**src/inc/ccp_pkg.sv**
```systemverilog
// Purpose: shared constants for the capture/compare time base and auto-shutdown
// Assumes: 32-bit axi4-lite register bus, byte addresses
// Notes: pin index 0..3 stands for outputs a, b, c, d
package ccp_pkg;
	// ==========================================
	// register byte offsets
	localparam logic [7:0] OFF_TIMER = 8'h00;
	localparam logic [7:0] OFF_CMP = 8'h04;
	localparam logic [7:0] OFF_CTRL = 8'h08;
	localparam logic [7:0] OFF_SHUT = 8'h0c;
	localparam logic [7:0] OFF_PER = 8'h10;
	localparam logic [7:0] OFF_DUTY = 8'h14;
	localparam logic [7:0] OFF_ISTS = 8'h18;
	localparam logic [7:0] OFF_IMASK = 8'h1c;
	// ==========================================
	// control register fields
	localparam int CTRL_RUN = 0;
	localparam int CTRL_MODE = 1;
	localparam int CTRL_CAP_RISE = 3;
	localparam int CTRL_AUTO_RST = 4;
	localparam logic [4:0] CTRL_RESET = 5'h00;
	localparam logic [1:0] MODE_OFF = 2'h0;
	localparam logic [1:0] MODE_CAPTURE = 2'h1;
	localparam logic [1:0] MODE_COMPARE = 2'h2;
	localparam logic [1:0] MODE_SPECIAL = 2'h3;
	// ==========================================
	// auto-shutdown register fields
	localparam int SHUT_EVENT = 7;
	localparam int SHUT_EXT_EN = 6;
	localparam int SHUT_B4_EN = 4;
	localparam int SHUT_AC = 2;
	localparam int SHUT_BD = 0;
	localparam logic [7:0] SHUT_RESET = 8'h00;
	localparam logic [7:0] SHUT_WMASK = 8'h5f;
	localparam logic [1:0] PSS_LOW = 2'h0;
	localparam logic [1:0] PSS_HIGH = 2'h1;
	// ==========================================
	// interrupt status bits
	localparam int IRQ_OVF = 0;
	localparam int IRQ_CCP = 1;
	localparam int IRQ_SHUT = 2;
	localparam int IRQ_W = 3;
	// ==========================================
	// reset values and bus answers
	localparam logic [15:0] TIMER_RESET = 16'h0000;
	localparam logic [15:0] PER_RESET = 16'h00ff;
	localparam logic [15:0] DUTY_RESET = 16'h0000;
	localparam logic [1:0] RESP_OKAY = 2'h0;
	localparam logic [1:0] RESP_SLVERR = 2'h2;
	typedef enum logic [2:0] {
		PWM_RUN = 3'b001,
		PWM_SHUT = 3'b010,
		PWM_WAIT = 3'b100
	} pwm_state_e;
endpackage : ccp_pkg

```
**src/rtl/ccp_pin_drive.sv**
```systemverilog
// Purpose: registered drive of the four pwm pins with shutdown safe states
// Assumes: pin index 0..3 is a, b, c, d; a/c and b/d form the two pairs
// Notes: high impedance is shown only as output enable low
`timescale 1ns/1ps
`default_nettype none
module ccp_pin_drive import ccp_pkg::*; (
	input wire logic clk_sys,
	input wire logic reset,
	input wire logic ce,
	input wire logic pwm_level,
	input wire logic shut_active,
	input wire logic [1:0] pss_ac,
	input wire logic [1:0] pss_bd,
	output logic [3:0] pin_out,
	output logic [3:0] pin_oe
);
	typedef struct packed {
		logic [3:0] out;
		logic [3:0] oe;
	} drive_s;
	drive_s q, d;
	logic [1:0] drv [4];

	// ==========================================
	// per pin decode, {oe, out}
	function automatic logic [1:0] pin_drive(input logic shut, input logic lvl, input logic [1:0] code);
		logic [1:0] r;
		r = {1'b1, lvl};
		if (shut) begin
			if (code[1]) begin
				r = 2'b00;
			end else if (code == PSS_HIGH) begin
				r = 2'b11;
			end else begin
				r = 2'b10;
			end
		end
		return r;
	endfunction : pin_drive

	for (genvar i = 0; i < 4; i++) begin : g_pin
		// a/c follow the level, b/d its complement
		assign drv[i] = pin_drive(shut_active, (i % 2 == 0) ? pwm_level : ~pwm_level, (i % 2 == 0) ? pss_ac : pss_bd);
	end

	always_comb begin
		d = q;
		for (int j = 0; j < 4; j++) begin
			d.oe[j] = drv[j][1];
			d.out[j] = drv[j][0];
		end
	end

	// safe default: all pins released until the first enabled edge
	always_ff @(posedge clk_sys) begin
		if (reset) begin
			q <= '0;
		end else if (ce) begin
			q <= d;
		end
	end

	assign pin_out = q.out;
	assign pin_oe = q.oe;

	a_bd_tristate: assert property (@(posedge clk_sys) disable iff (reset)
		ce && shut_active && pss_bd[1] |=> !pin_oe[1] && !pin_oe[3])
		else $error("b/d pins driven while shutdown asks tri-state");
	a_ac_levels: assert property (@(posedge clk_sys) disable iff (reset)
		ce && shut_active && pss_ac == PSS_LOW |=> pin_oe[0] && pin_oe[2] && !pin_out[0] && !pin_out[2])
		else $error("a/c pins not driven low in shutdown");
endmodule : ccp_pin_drive
`default_nettype wire

```
**src/rtl/ccp_timebase_autoshutdown.sv**
```systemverilog
// Purpose: capture/compare on the base timer, special event clear, pwm auto-shutdown
// Assumes: axi4-lite slave, fault and capture pins asynchronous to clk_sys
// Notes: ce low freezes every flop and holds all bus ready signals low
//
// Chosen here: register access over AXI4-Lite and the address map.
`timescale 1ns/1ps
`default_nettype none
// Operation
// - capture and compare use the 16-bit base timer as time base
// - a capture event copies the timer into the capture/compare pair
// - compare raises an event when capture/compare equals the timer
// - special event trigger mode clears the timer on a match
// - special event clear never sets the timer overflow flag
// - a timer write in the clear cycle wins and the clear is dropped
// - shutdown is level based while an enabled fault input stays low
// - shutdown flag set during shutdown; writes ignored while a fault persists
// - pwm resumes only at the start of the next period
// - bd code 1x tri-states outputs b and d in shutdown
module ccp_timebase_autoshutdown import ccp_pkg::*; (
	input wire logic clk_sys,
	input wire logic reset,
	input wire logic ce,
	input wire logic s_axi_awvalid,
	output logic s_axi_awready,
	input wire logic [7:0] s_axi_awaddr,
	input wire logic s_axi_wvalid,
	output logic s_axi_wready,
	input wire logic [31:0] s_axi_wdata,
	input wire logic [3:0] s_axi_wstrb,
	output logic s_axi_bvalid,
	input wire logic s_axi_bready,
	output logic [1:0] s_axi_bresp,
	input wire logic s_axi_arvalid,
	output logic s_axi_arready,
	input wire logic [7:0] s_axi_araddr,
	output logic s_axi_rvalid,
	input wire logic s_axi_rready,
	output logic [31:0] s_axi_rdata,
	output logic [1:0] s_axi_rresp,
	input wire logic capture_pin,
	input wire logic ext_int_pin,
	input wire logic pin_b4,
	output logic pwm_out_a,
	output logic pwm_oe_a,
	output logic pwm_out_b,
	output logic pwm_oe_b,
	output logic pwm_out_c,
	output logic pwm_oe_c,
	output logic pwm_out_d,
	output logic pwm_oe_d,
	output logic irq
);
	typedef struct packed {
		logic [15:0] timer;
		logic [15:0] cmp;
		logic [4:0] ctrl;
		logic [7:0] shut;
		logic [15:0] per;
		logic [15:0] duty;
		logic [15:0] pcnt;
		pwm_state_e state;
		logic [IRQ_W-1:0] ists;
		logic [IRQ_W-1:0] imask;
		logic irq;
		logic aw_have;
		logic [7:0] awaddr;
		logic w_have;
		logic [31:0] wdata;
		logic [3:0] wstrb;
		logic bvalid;
		logic [1:0] bresp;
		logic rvalid;
		logic [31:0] rdata;
		logic [1:0] rresp;
		logic cap_s1, cap_s2, cap_s3;
		logic int_s1, int_s2;
		logic b4_s1, b4_s2;
	} state_s;
	state_s q, d;

	logic wr_go, tw_lo, tw_hi, tick, match, special, cap_edge, fault, per_start;
	logic [1:0] mode;
	logic [3:0] pin_out, pin_oe;

	// ==========================================
	// address decode
	function automatic logic reg_mapped(input logic [7:0] a);
		return a[1:0] == 2'b00 && a[7:5] == 3'b000;
	endfunction : reg_mapped

	function automatic logic reg_hit(input logic [7:0] a, input logic [7:0] off);
		return a == off;
	endfunction : reg_hit

	// ==========================================
	// combinational helpers
	assign s_axi_awready = ce & ~q.aw_have & ~q.bvalid;
	assign s_axi_wready = ce & ~q.w_have & ~q.bvalid;
	assign s_axi_arready = ce & ~q.rvalid;
	assign wr_go = q.aw_have & q.w_have & ~q.bvalid;
	assign tw_lo = wr_go & reg_hit(q.awaddr, OFF_TIMER) & q.wstrb[0];
	assign tw_hi = wr_go & reg_hit(q.awaddr, OFF_TIMER) & q.wstrb[1];
	assign mode = q.ctrl[CTRL_MODE +: 2];
	assign tick = q.ctrl[CTRL_RUN];
	assign match = tick & mode[1] & (q.timer == q.cmp);
	assign special = match & (mode == MODE_SPECIAL);
	// edge detect reads stages two and three only
	assign cap_edge = q.ctrl[CTRL_CAP_RISE] ? (q.cap_s2 & ~q.cap_s3) : (~q.cap_s2 & q.cap_s3);
	// fault inputs are active low levels
	assign fault = (q.shut[SHUT_EXT_EN] & ~q.int_s2) | (q.shut[SHUT_B4_EN] & ~q.b4_s2);
	assign per_start = q.pcnt == q.per;

	always_comb begin
		logic [16:0] inc;
		logic [IRQ_W-1:0] set;
		inc = {1'b0, q.timer} + 17'h00001;
		set = '0;
		d = q;
		// ==========================================
		// pin synchronisers
		d.cap_s1 = capture_pin;
		d.cap_s2 = q.cap_s1;
		d.cap_s3 = q.cap_s2;
		d.int_s1 = ext_int_pin;
		d.int_s2 = q.int_s1;
		d.b4_s1 = pin_b4;
		d.b4_s2 = q.b4_s1;

		// ==========================================
		// bus write channel
		if (s_axi_awvalid & s_axi_awready) begin
			d.aw_have = 1'b1;
			d.awaddr = s_axi_awaddr;
		end
		if (s_axi_wvalid & s_axi_wready) begin
			d.w_have = 1'b1;
			d.wdata = s_axi_wdata;
			d.wstrb = s_axi_wstrb;
		end
		if (q.bvalid & s_axi_bready) begin
			d.bvalid = 1'b0;
		end
		if (wr_go) begin
			d.aw_have = 1'b0;
			d.w_have = 1'b0;
			d.bvalid = 1'b1;
			d.bresp = reg_mapped(q.awaddr) ? RESP_OKAY : RESP_SLVERR;
		end

		// ==========================================
		// base timer
		if (tick) begin
			if (special) begin
				d.timer = '0;
			end else begin
				d.timer = inc[15:0];
				set[IRQ_OVF] = inc[16];
			end
		end
		if (tw_lo | tw_hi) begin
			// write wins, any pending clear or count is dropped
			d.timer = q.timer;
			if (tw_lo) begin
				d.timer[7:0] = q.wdata[7:0];
			end
			if (tw_hi) begin
				d.timer[15:8] = q.wdata[15:8];
			end
		end

		// ==========================================
		// capture and compare
		if (match) begin
			set[IRQ_CCP] = 1'b1;
		end
		if (mode == MODE_CAPTURE && cap_edge) begin
			d.cmp = q.timer;
			set[IRQ_CCP] = 1'b1;
		end

		// ==========================================
		// register writes
		if (wr_go) begin
			case (q.awaddr)
				OFF_CMP: begin
					if (q.wstrb[0]) begin
						d.cmp[7:0] = q.wdata[7:0];
					end
					if (q.wstrb[1]) begin
						d.cmp[15:8] = q.wdata[15:8];
					end
				end
				OFF_CTRL: begin
					if (q.wstrb[0]) begin
						d.ctrl = q.wdata[4:0];
					end
				end
				OFF_SHUT: begin
					if (q.wstrb[0]) begin
						d.shut = (q.wdata[7:0] & SHUT_WMASK) | (q.shut & ~SHUT_WMASK);
						if (!fault) begin
							d.shut[SHUT_EVENT] = q.wdata[SHUT_EVENT];
						end
					end
				end
				OFF_PER: begin
					d.per = q.wdata[15:0];
				end
				OFF_DUTY: begin
					d.duty = q.wdata[15:0];
				end
				OFF_ISTS: begin
					d.ists = q.ists & ~q.wdata[IRQ_W-1:0];
				end
				OFF_IMASK: begin
					d.imask = q.wdata[IRQ_W-1:0];
				end
				default: begin
				end
			endcase
		end

		// ==========================================
		// auto-shutdown flag
		if (fault) begin
			d.shut[SHUT_EVENT] = 1'b1;
		end else if (q.ctrl[CTRL_AUTO_RST] && q.shut[SHUT_EVENT] && !(wr_go && reg_hit(q.awaddr, OFF_SHUT))) begin
			d.shut[SHUT_EVENT] = 1'b0;
		end
		set[IRQ_SHUT] = d.shut[SHUT_EVENT] & ~q.shut[SHUT_EVENT];
		// set wins over a same-cycle clear
		d.ists = d.ists | set;
		d.irq = |(q.ists & q.imask);

		// ==========================================
		// pwm period and restart sequencing
		d.pcnt = per_start ? 16'h0000 : q.pcnt + 16'h0001;
		case (q.state)
			PWM_RUN: begin
				if (q.shut[SHUT_EVENT]) begin
					d.state = PWM_SHUT;
				end
			end
			PWM_SHUT: begin
				if (!q.shut[SHUT_EVENT]) begin
					d.state = PWM_WAIT;
				end
			end
			PWM_WAIT: begin
				if (q.shut[SHUT_EVENT]) begin
					d.state = PWM_SHUT;
				end else if (per_start) begin
					d.state = PWM_RUN;
				end
			end
			default: begin
				d.state = PWM_SHUT;
			end
		endcase

		// ==========================================
		// bus read channel
		if (q.rvalid & s_axi_rready) begin
			d.rvalid = 1'b0;
		end
		if (s_axi_arvalid & s_axi_arready) begin
			d.rvalid = 1'b1;
			d.rresp = reg_mapped(s_axi_araddr) ? RESP_OKAY : RESP_SLVERR;
			case (s_axi_araddr)
				OFF_TIMER: d.rdata = {16'h0000, q.timer};
				OFF_CMP: d.rdata = {16'h0000, q.cmp};
				OFF_CTRL: d.rdata = {27'h0000000, q.ctrl};
				OFF_SHUT: d.rdata = {24'h000000, q.shut};
				OFF_PER: d.rdata = {16'h0000, q.per};
				OFF_DUTY: d.rdata = {16'h0000, q.duty};
				OFF_ISTS: d.rdata = {29'h00000000, q.ists};
				OFF_IMASK: d.rdata = {29'h00000000, q.imask};
				default: d.rdata = 32'h00000000;
			endcase
		end
	end

	always_ff @(posedge clk_sys) begin
		if (reset) begin
			q <= '0;
			q.timer <= TIMER_RESET;
			q.ctrl <= CTRL_RESET;
			q.shut <= SHUT_RESET;
			q.per <= PER_RESET;
			q.duty <= DUTY_RESET;
			q.state <= PWM_RUN;
			// idle fault pins read high, so no shutdown straight out of reset
			q.int_s1 <= 1'b1;
			q.int_s2 <= 1'b1;
			q.b4_s1 <= 1'b1;
			q.b4_s2 <= 1'b1;
		end else if (ce) begin
			q <= d;
		end
	end

	// ==========================================
	// pin drive
	ccp_pin_drive u_drive (
		.clk_sys(clk_sys),
		.reset(reset),
		.ce(ce),
		.pwm_level(q.pcnt < q.duty),
		.shut_active(q.state != PWM_RUN),
		.pss_ac(q.shut[SHUT_AC +: 2]),
		.pss_bd(q.shut[SHUT_BD +: 2]),
		.pin_out(pin_out),
		.pin_oe(pin_oe)
	);

	assign {pwm_out_d, pwm_out_c, pwm_out_b, pwm_out_a} = pin_out;
	assign {pwm_oe_d, pwm_oe_c, pwm_oe_b, pwm_oe_a} = pin_oe;
	assign s_axi_bvalid = q.bvalid;
	assign s_axi_bresp = q.bresp;
	assign s_axi_rvalid = q.rvalid;
	assign s_axi_rdata = q.rdata;
	assign s_axi_rresp = q.rresp;
	assign irq = q.irq;

	// ==========================================
	// checks
	a_timer_count: assert property (@(posedge clk_sys) disable iff (reset)
		ce && tick && !special && !tw_lo && !tw_hi |=> q.timer == $past(q.timer) + 16'h0001)
		else $error("timer did not advance by one");
	a_capture_copy: assert property (@(posedge clk_sys) disable iff (reset)
		ce && mode == MODE_CAPTURE && cap_edge && !(wr_go && q.awaddr == OFF_CMP) |=> q.cmp == $past(q.timer))
		else $error("capture did not copy the timer");
	a_compare_flag: assert property (@(posedge clk_sys) disable iff (reset)
		ce && match |=> q.ists[IRQ_CCP])
		else $error("compare match did not raise its flag");
	a_special_clear: assert property (@(posedge clk_sys) disable iff (reset)
		ce && special && !tw_lo && !tw_hi |=> q.timer == 16'h0000)
		else $error("special event did not clear the timer");
	a_no_ovf_flag: assert property (@(posedge clk_sys) disable iff (reset)
		ce && special && !q.ists[IRQ_OVF] |=> !q.ists[IRQ_OVF])
		else $error("special event set the overflow flag");
	a_write_wins: assert property (@(posedge clk_sys) disable iff (reset)
		ce && special && tw_lo && tw_hi |=> q.timer == $past(q.wdata[15:0]))
		else $error("timer write lost against special event clear");
	a_fault_holds: assert property (@(posedge clk_sys) disable iff (reset)
		ce && fault |=> q.shut[SHUT_EVENT] ##1 (!$past(ce) || q.state != PWM_RUN))
		else $error("fault level did not hold shutdown");
	a_restart_period: assert property (@(posedge clk_sys) disable iff (reset)
		ce && q.state == PWM_WAIT && !per_start |=> q.state != PWM_RUN)
		else $error("pwm resumed before a period start");
	a_irq_level: assert property (@(posedge clk_sys) disable iff (reset)
		ce && |(q.ists & q.imask) |=> irq)
		else $error("unmasked status did not raise irq");
endmodule : ccp_timebase_autoshutdown
`default_nettype wire

```
**config.mk**
```make
export PLATFORM = sky130hd
export DESIGN_NAME = ccp_timebase_autoshutdown
export DESIGN_NICKNAME = d
export VERILOG_FILES = /design/src/inc/ccp_pkg.sv /design/src/rtl/ccp_pin_drive.sv /design/src/rtl/ccp_timebase_autoshutdown.sv
export SDC_FILE = /design/constraint.sdc
export NUM_CORES = 1
export LEC_CHECK = 0
export BUFFER_PORTS_ARGS = -buffer_cell sky130_fd_sc_hd__buf_4
export CAP_MARGIN = 20
export CORE_ASPECT_RATIO = 1.4
export CORE_MARGIN = 3
export CORE_UTILIZATION = 35
export DETAILED_ROUTE_END_ITERATION = 8
export GPL_ROUTABILITY_DRIVEN = 0
export PLACE_DENSITY = 0.6
export SYNTH_ARGS = -nofsm -noshare
export SYNTH_HDL_FRONTEND = slang
export SYNTH_SLANG_ARGS = --single-unit
```
**constraint.sdc**
```tcl
create_clock -name clk_sys -period 2.2 [get_ports clk_sys]
set_clock_uncertainty 0.05 [all_clocks]
set_input_delay 0.11 -clock clk_sys [delete_from_list [all_inputs] [get_ports clk_sys]]
set_output_delay 0.11 -clock clk_sys [all_outputs]
set_load 0.005 [all_outputs]
```
## Word-level counts from Yosys, hierarchy flattened

Index checks and enable logic that the tools add are counted.

| cells by class | value |
|---|---|
| add/subtract/negate cells | 2 |
| $mul | 0 |
| divide/modulo/power cells | 0 |
| order comparisons | 1 |
| equality and inequality tests | 29 |
| shift operators | 0 |
| muxes and demuxes | 50 |
| bitwise logic cells | 40 |
| reduce and logical (&&, ||, !) cells | 35 |

Operators by type and width:

| operator | count |
|---|---|
| two-way mux 16 bit | 8 |
| case mux 16 bit (8 select lines) | 1 |
| == test 8 x 5 -> 1 bit, second input constant | 8 |
| two-way mux 61 bit | 1 |
| two-way mux 8 bit | 6 |
| two-way mux 37 bit | 1 |
| two-way mux 35 bit | 1 |
| == test 16 bit | 2 |
| == test 8 x 4 -> 1 bit, second input constant | 4 |
| AND 1 bit | 23 |
| two-way mux 3 bit | 7 |
| adder 16 x 1 -> 17 bit, second input constant | 1 |
| adder 16 x 1 -> 16 bit, second input constant | 1 |
| == test 8 x 3 -> 1 bit, second input constant | 2 |
| zero test 8 bit | 2 |
| less-than comparator 16 bit | 1 |
| AND reduction 2 bit | 8 |
| AND reduction 3 bit | 5 |
| two-way mux 1 bit | 14 |
| two-way mux 2 bit | 6 |
| AND reduction 4 bit | 3 |
| two-way mux 5 bit | 2 |
| NOT 1 bit | 10 |
| nonzero test 2 bit | 5 |
| 21 further kinds | 35 |

| storage, ports and cells | value |
|---|---|
| bits in registers | 202 |
| bits in latches | 0 |
| RAM bits | 0 |
| ROM bits | 0 |
| output and inout bits | 50 |
| logic and storage cells | 189 |
| memories | 0 |

## Longest topological paths before layout

| depth | value |
|---|---|
| word-level depth | 12 |
| gate-level depth with buffers | 9 |
| mapped depth without buffers | 8 |

## Modules after synthesis

Synthesis repeated with hierarchy kept, for this count alone.

| unflattened totals | value |
|---|---|
| cell total of the unflattened synthesis | 1043 |
| area, all modules | 8456.9 µm² |

Modules (own cells, without submodules):

| module | times used | cells an instance | area an instance (µm²) |
|---|---|---|---|
| ccp_timebase_autoshutdown | 1 | 1022 | 8261.7 |
| ccp_pin_drive | 1 | 21 | 195.2 |

## Least setup slack after synthesis

Ideal clock, no wire load.

| timing path | value |
|---|---|
| path kind | reg-to-reg |
| start | reg q[179] (netlist bit) |
| end | reg q[192] (netlist bit) |
| setup time | 0.070 ns |
| arrival | 1.846 ns |
| required time | 2.080 ns |
| setup slack | 0.234 ns |
| stages on the path, launching flop included | 8 |
| path buffers | 0 |
| period minus slack after synthesis | 1.966 ns |
| cells stage by stage | dfxtp_1 ha_1 nand3_1 nor2_1 nand4_1 or3_1 a211o_1 a21oi_1 |

| on the way | value |
|---|---|
| longest elaborated chain between the ends | 6 |
| elaborated cells on any way between the ends | 7 |

Ends and longest elaborated chain:

| element | line | source |
|---|---|---|
| start, declared | ccp_timebase_autoshutdown.sv:79 | `state_s q, d;` |
| parallel branches: the longest is 3 deep, another holds adder 16 x 1 -> 17 bit | n/a |  |
| two-way mux 16 bit * | ccp_timebase_autoshutdown.sv:153 | `if (special) begin` |
| two-way mux 16 bit * | ccp_timebase_autoshutdown.sv:152 | `if (tick) begin` |
| two-way mux 16 bit * | ccp_timebase_autoshutdown.sv:160 | `if (tw_lo \| tw_hi) begin` |

Mark *: on every way between the ends. The select of a mux whose other input is x is not followed.
A chain may end at the register's enable or synchronous reset.

## Worst setup path after layout

| timing path | value |
|---|---|
| start | reg q, in the netlist s_axi_bvalid |
| end | reg q[192] (netlist bit) |

| on the way | value |
|---|---|
| longest elaborated chain between the ends | 7 |
| elaborated cells on any way between the ends | 10 |

Ends and longest elaborated chain:

| element | line | source |
|---|---|---|
| NOT 1 bit * | ccp_timebase_autoshutdown.sv:100 | `assign wr_go = q.aw_have & q.w_have & ~q.bvalid;` |
| AND 1 bit * | ccp_timebase_autoshutdown.sv:100 |  |
| AND 1 bit * | ccp_timebase_autoshutdown.sv:101, ccp_timebase_autoshutdown.sv:102 |  |
| AND 1 bit, on equally long branches | ccp_timebase_autoshutdown.sv:101, ccp_timebase_autoshutdown.sv:102 |  |
| OR 1 bit | ccp_timebase_autoshutdown.sv:160 |  |
| != test 2 bit (no source line) / nonzero test 2 bit (equally long branches) | n/a |  |
| AND reduction 3 bit (no source line) | n/a |  |

Every way passes the cells marked *; elsewhere a longest branch is shown, timed or not.

==> metrics.txt <==
startpoint types flop; largest cells by area after synthesis dfxtp_1 38%, nand2_1 7.4%, a21oi_1 5.8%; Synth top area share 37.6%; DR pass1 iterations 5; die height 191 um; num rows 67; number of global-route vias before repair roughly 7200; Via density ~5.3; WHS 83.7 ps; port bufs 76; DRC Markers 0; most frequent cell after synthesis nand2_1; routed via count 7678; Syn Inst Count ~1000; Antenna Nets Post-Route 0; insertion delay to the later sink of the worst-skew pair 430 ps; synth warn 0; DP HPWL 19.8 mm; total routed wirelength 25.9 mm; layout cell share with drive strength beyond 1 19.0%; fill cell count 2397; Setup crit end kind flop; Setup CP Type reg -> reg; clk buf depth 2; Mapped Area 8570 sq um; CTS sink cnt 161; Final Non-Filler Cells 1459; area delta synth->final 22.1%; Yosys reg bits 161; fin nets 1216; maximum vdd drop 0.000555 V; critical path data required time 2510 ps; dpl ws 69.9 ps; Initial Utilization 35.7%; total power between 6000 and 7000 uW; largest net degree at the start of global routing 49; Max-Cap Viols 0; Die Width 138 um; GRT Util Overall 19.6%; Hold WC Path Type in -> reg; antenna violations before repair 0; top cells by count, synth 169 x nand2_1, 161 x dfxtp_1, 100 x a21oi_1, 89 x nor2_1, 57 x nand3_1; crit path DAT 2400 ps; initial DRC count 611; Fin Setup TNS 0 ps; status finished clean; Setup violations, final 0; Distinct cells, synth 68; Num CTS Buffers 17; power per cell area 616 nW/um^2; WL/cell 17.8 um; first-pass GRT wire length 41.0 mm; Slew Limit Headroom roughly 60%; Max Slew Vio Count 0; Antenna Cells 0; Die ar. 26400 sq um; Worst-path clk slew 70 ps; H-tree depth 4; fin crit share 94.7%; critical-path maximum fanout 20; worst slew pin tran 592 ps; fmax 0.480 GHz; async set-reset flop share out of synthesis 0%; setup ws final 116 ps; Synth Flop Type dfxtp_1; Core Area roughly 24000 sq um; largest area contributor in the netlist dfxtp_1; CTS tree done; final hold vios 0; sequential share of the synthesized area 37.6%; P_leak 0.00402 uW; GR Overflow Total 0; # IOs 113; unrepaired setup endpoints after global routing true; root buffer cell clkbuf_16; minimum clock period after layout 2080 ps; syn_area_per_cell between 8 and 9 sq um; placed insts 1390; Post-synth EDFFs 0
-- final cells by class --
| type | count | area [sq um] | area share (%) |
|---|---|---|---|
| Clock buffer | 21 | 460 | 4.40 |
| Clock inverter | 11 | 105 | 1.00 |
| Inverter | 21 | 78.8 | 0.753 |
| Multi-Input combinational cell | 751 | 4710 | 45.0 |
| Sequential cell | 161 | 3230 | 30.8 |
| Tap cell | 310 | 388 | 3.71 |
| Timing Repair Buffer | 184 | 1490 | 14.3 |
-- where the power goes --
part,leakage [uW],internal [uW],switching [uW]
clock network,0.000266,1620,1220
registers,0.00130,2970,79.0
logic,0.00245,271,285
total,0.00402,4860,1590
-- critical path, cell delays in order (launching register included) --
cell,delay [ps]
dfxtp_1,340
and4bb_2,360
and2_1,180
a41oi_2,130
buf_6,190
or3_1,350
a211o_1,300
a21oi_1,110
-- worst paths after layout --
kind / start / end / slack (ps) / cells after the start
setup / recovery: s_axi_bvalid / q[192] / 120 / 7
hold / removal: s_axi_awvalid / q[86] / 80 / 4
setup reg to reg: s_axi_bvalid / q[192] / 120 / 7
hold reg to reg: s_axi_rdata[8] / s_axi_rdata[8] / 400 / 2
-- registers in the layout, summed over array words and instances, names as in the netlist, 2 cells and up --
| signal | flops |
|---|---|
| d | 4 |
| mode | 2 |
| s_axi_rdata | 16 |
| u_drive.pin_oe | 2 |
| q | 130 |
| u_drive.pin_out | 2 |
-- placed cells by master (no fill, tap or decap), types with 18 or more instances in the layout --
cell,netlist,routed
nand2_1,169,169
dfxtp_1,161,159
buf_4,46,148
a21oi_1,100,100
nor2_1,89,89
nand3_1,57,57
mux2i_1,38,38
dlygate4sd3_1,0,33
xnor2_1,28,28
inv_1,20,20
xor2_1,19,19
conb_1,1,18
-- metrics by stage --
stage	instance area [sq um]	utilization, %
5_1_grt	10500	43.6
3_5_place_dp	9480	39.5
2_1_floorplan	8630	-
6_report	10500	43.6
4_1_cts	10400	43.3
3_3_place_gp	9480	39.5
-- layer usage --
| metal | wire (um) | GRT usage, % | share of wire (%) |
|---|---|---|---|
| met3 | 1490 | 3.48 | 5.7 |
| met2 | 12000 | 32.0 | 46 |
| met1 | 10900 | 24.6 | 42 |
| met5 | 0 | 0 | 0 |
| met4 | 1500 | 11.0 | 5.8 |
-- timing repair --
item | CTS | global route
hold buffers | 33 | 0
endpoints found under the hold margin | 35 | 0
resized for setup | 0 | 7
setup buffers | 0 | 4
endpoints found under the setup margin | 0 | 12
-- kinds of logic (layout without fill, tap and decap cells) --
family | after synthesis | after routing | share of synthesized area [%]
flip-flops | 161 | 161 | 37.6
adder cells (fa/ha/maj) | 17 | 17 | 2.48
AO/OA/AOI/OAI | 205 | 205 | 15.9
buffers and inverters | 137 | 237 | 8.45
multiplexers | 54 | 54 | 8.38
other | 1 | 18 | 0.0438
XOR/XNOR | 47 | 47 | 4.80
AND/OR/NAND/NOR | 410 | 410 | 22.4
Note: power is estimated with default switching activity, not from simulation.
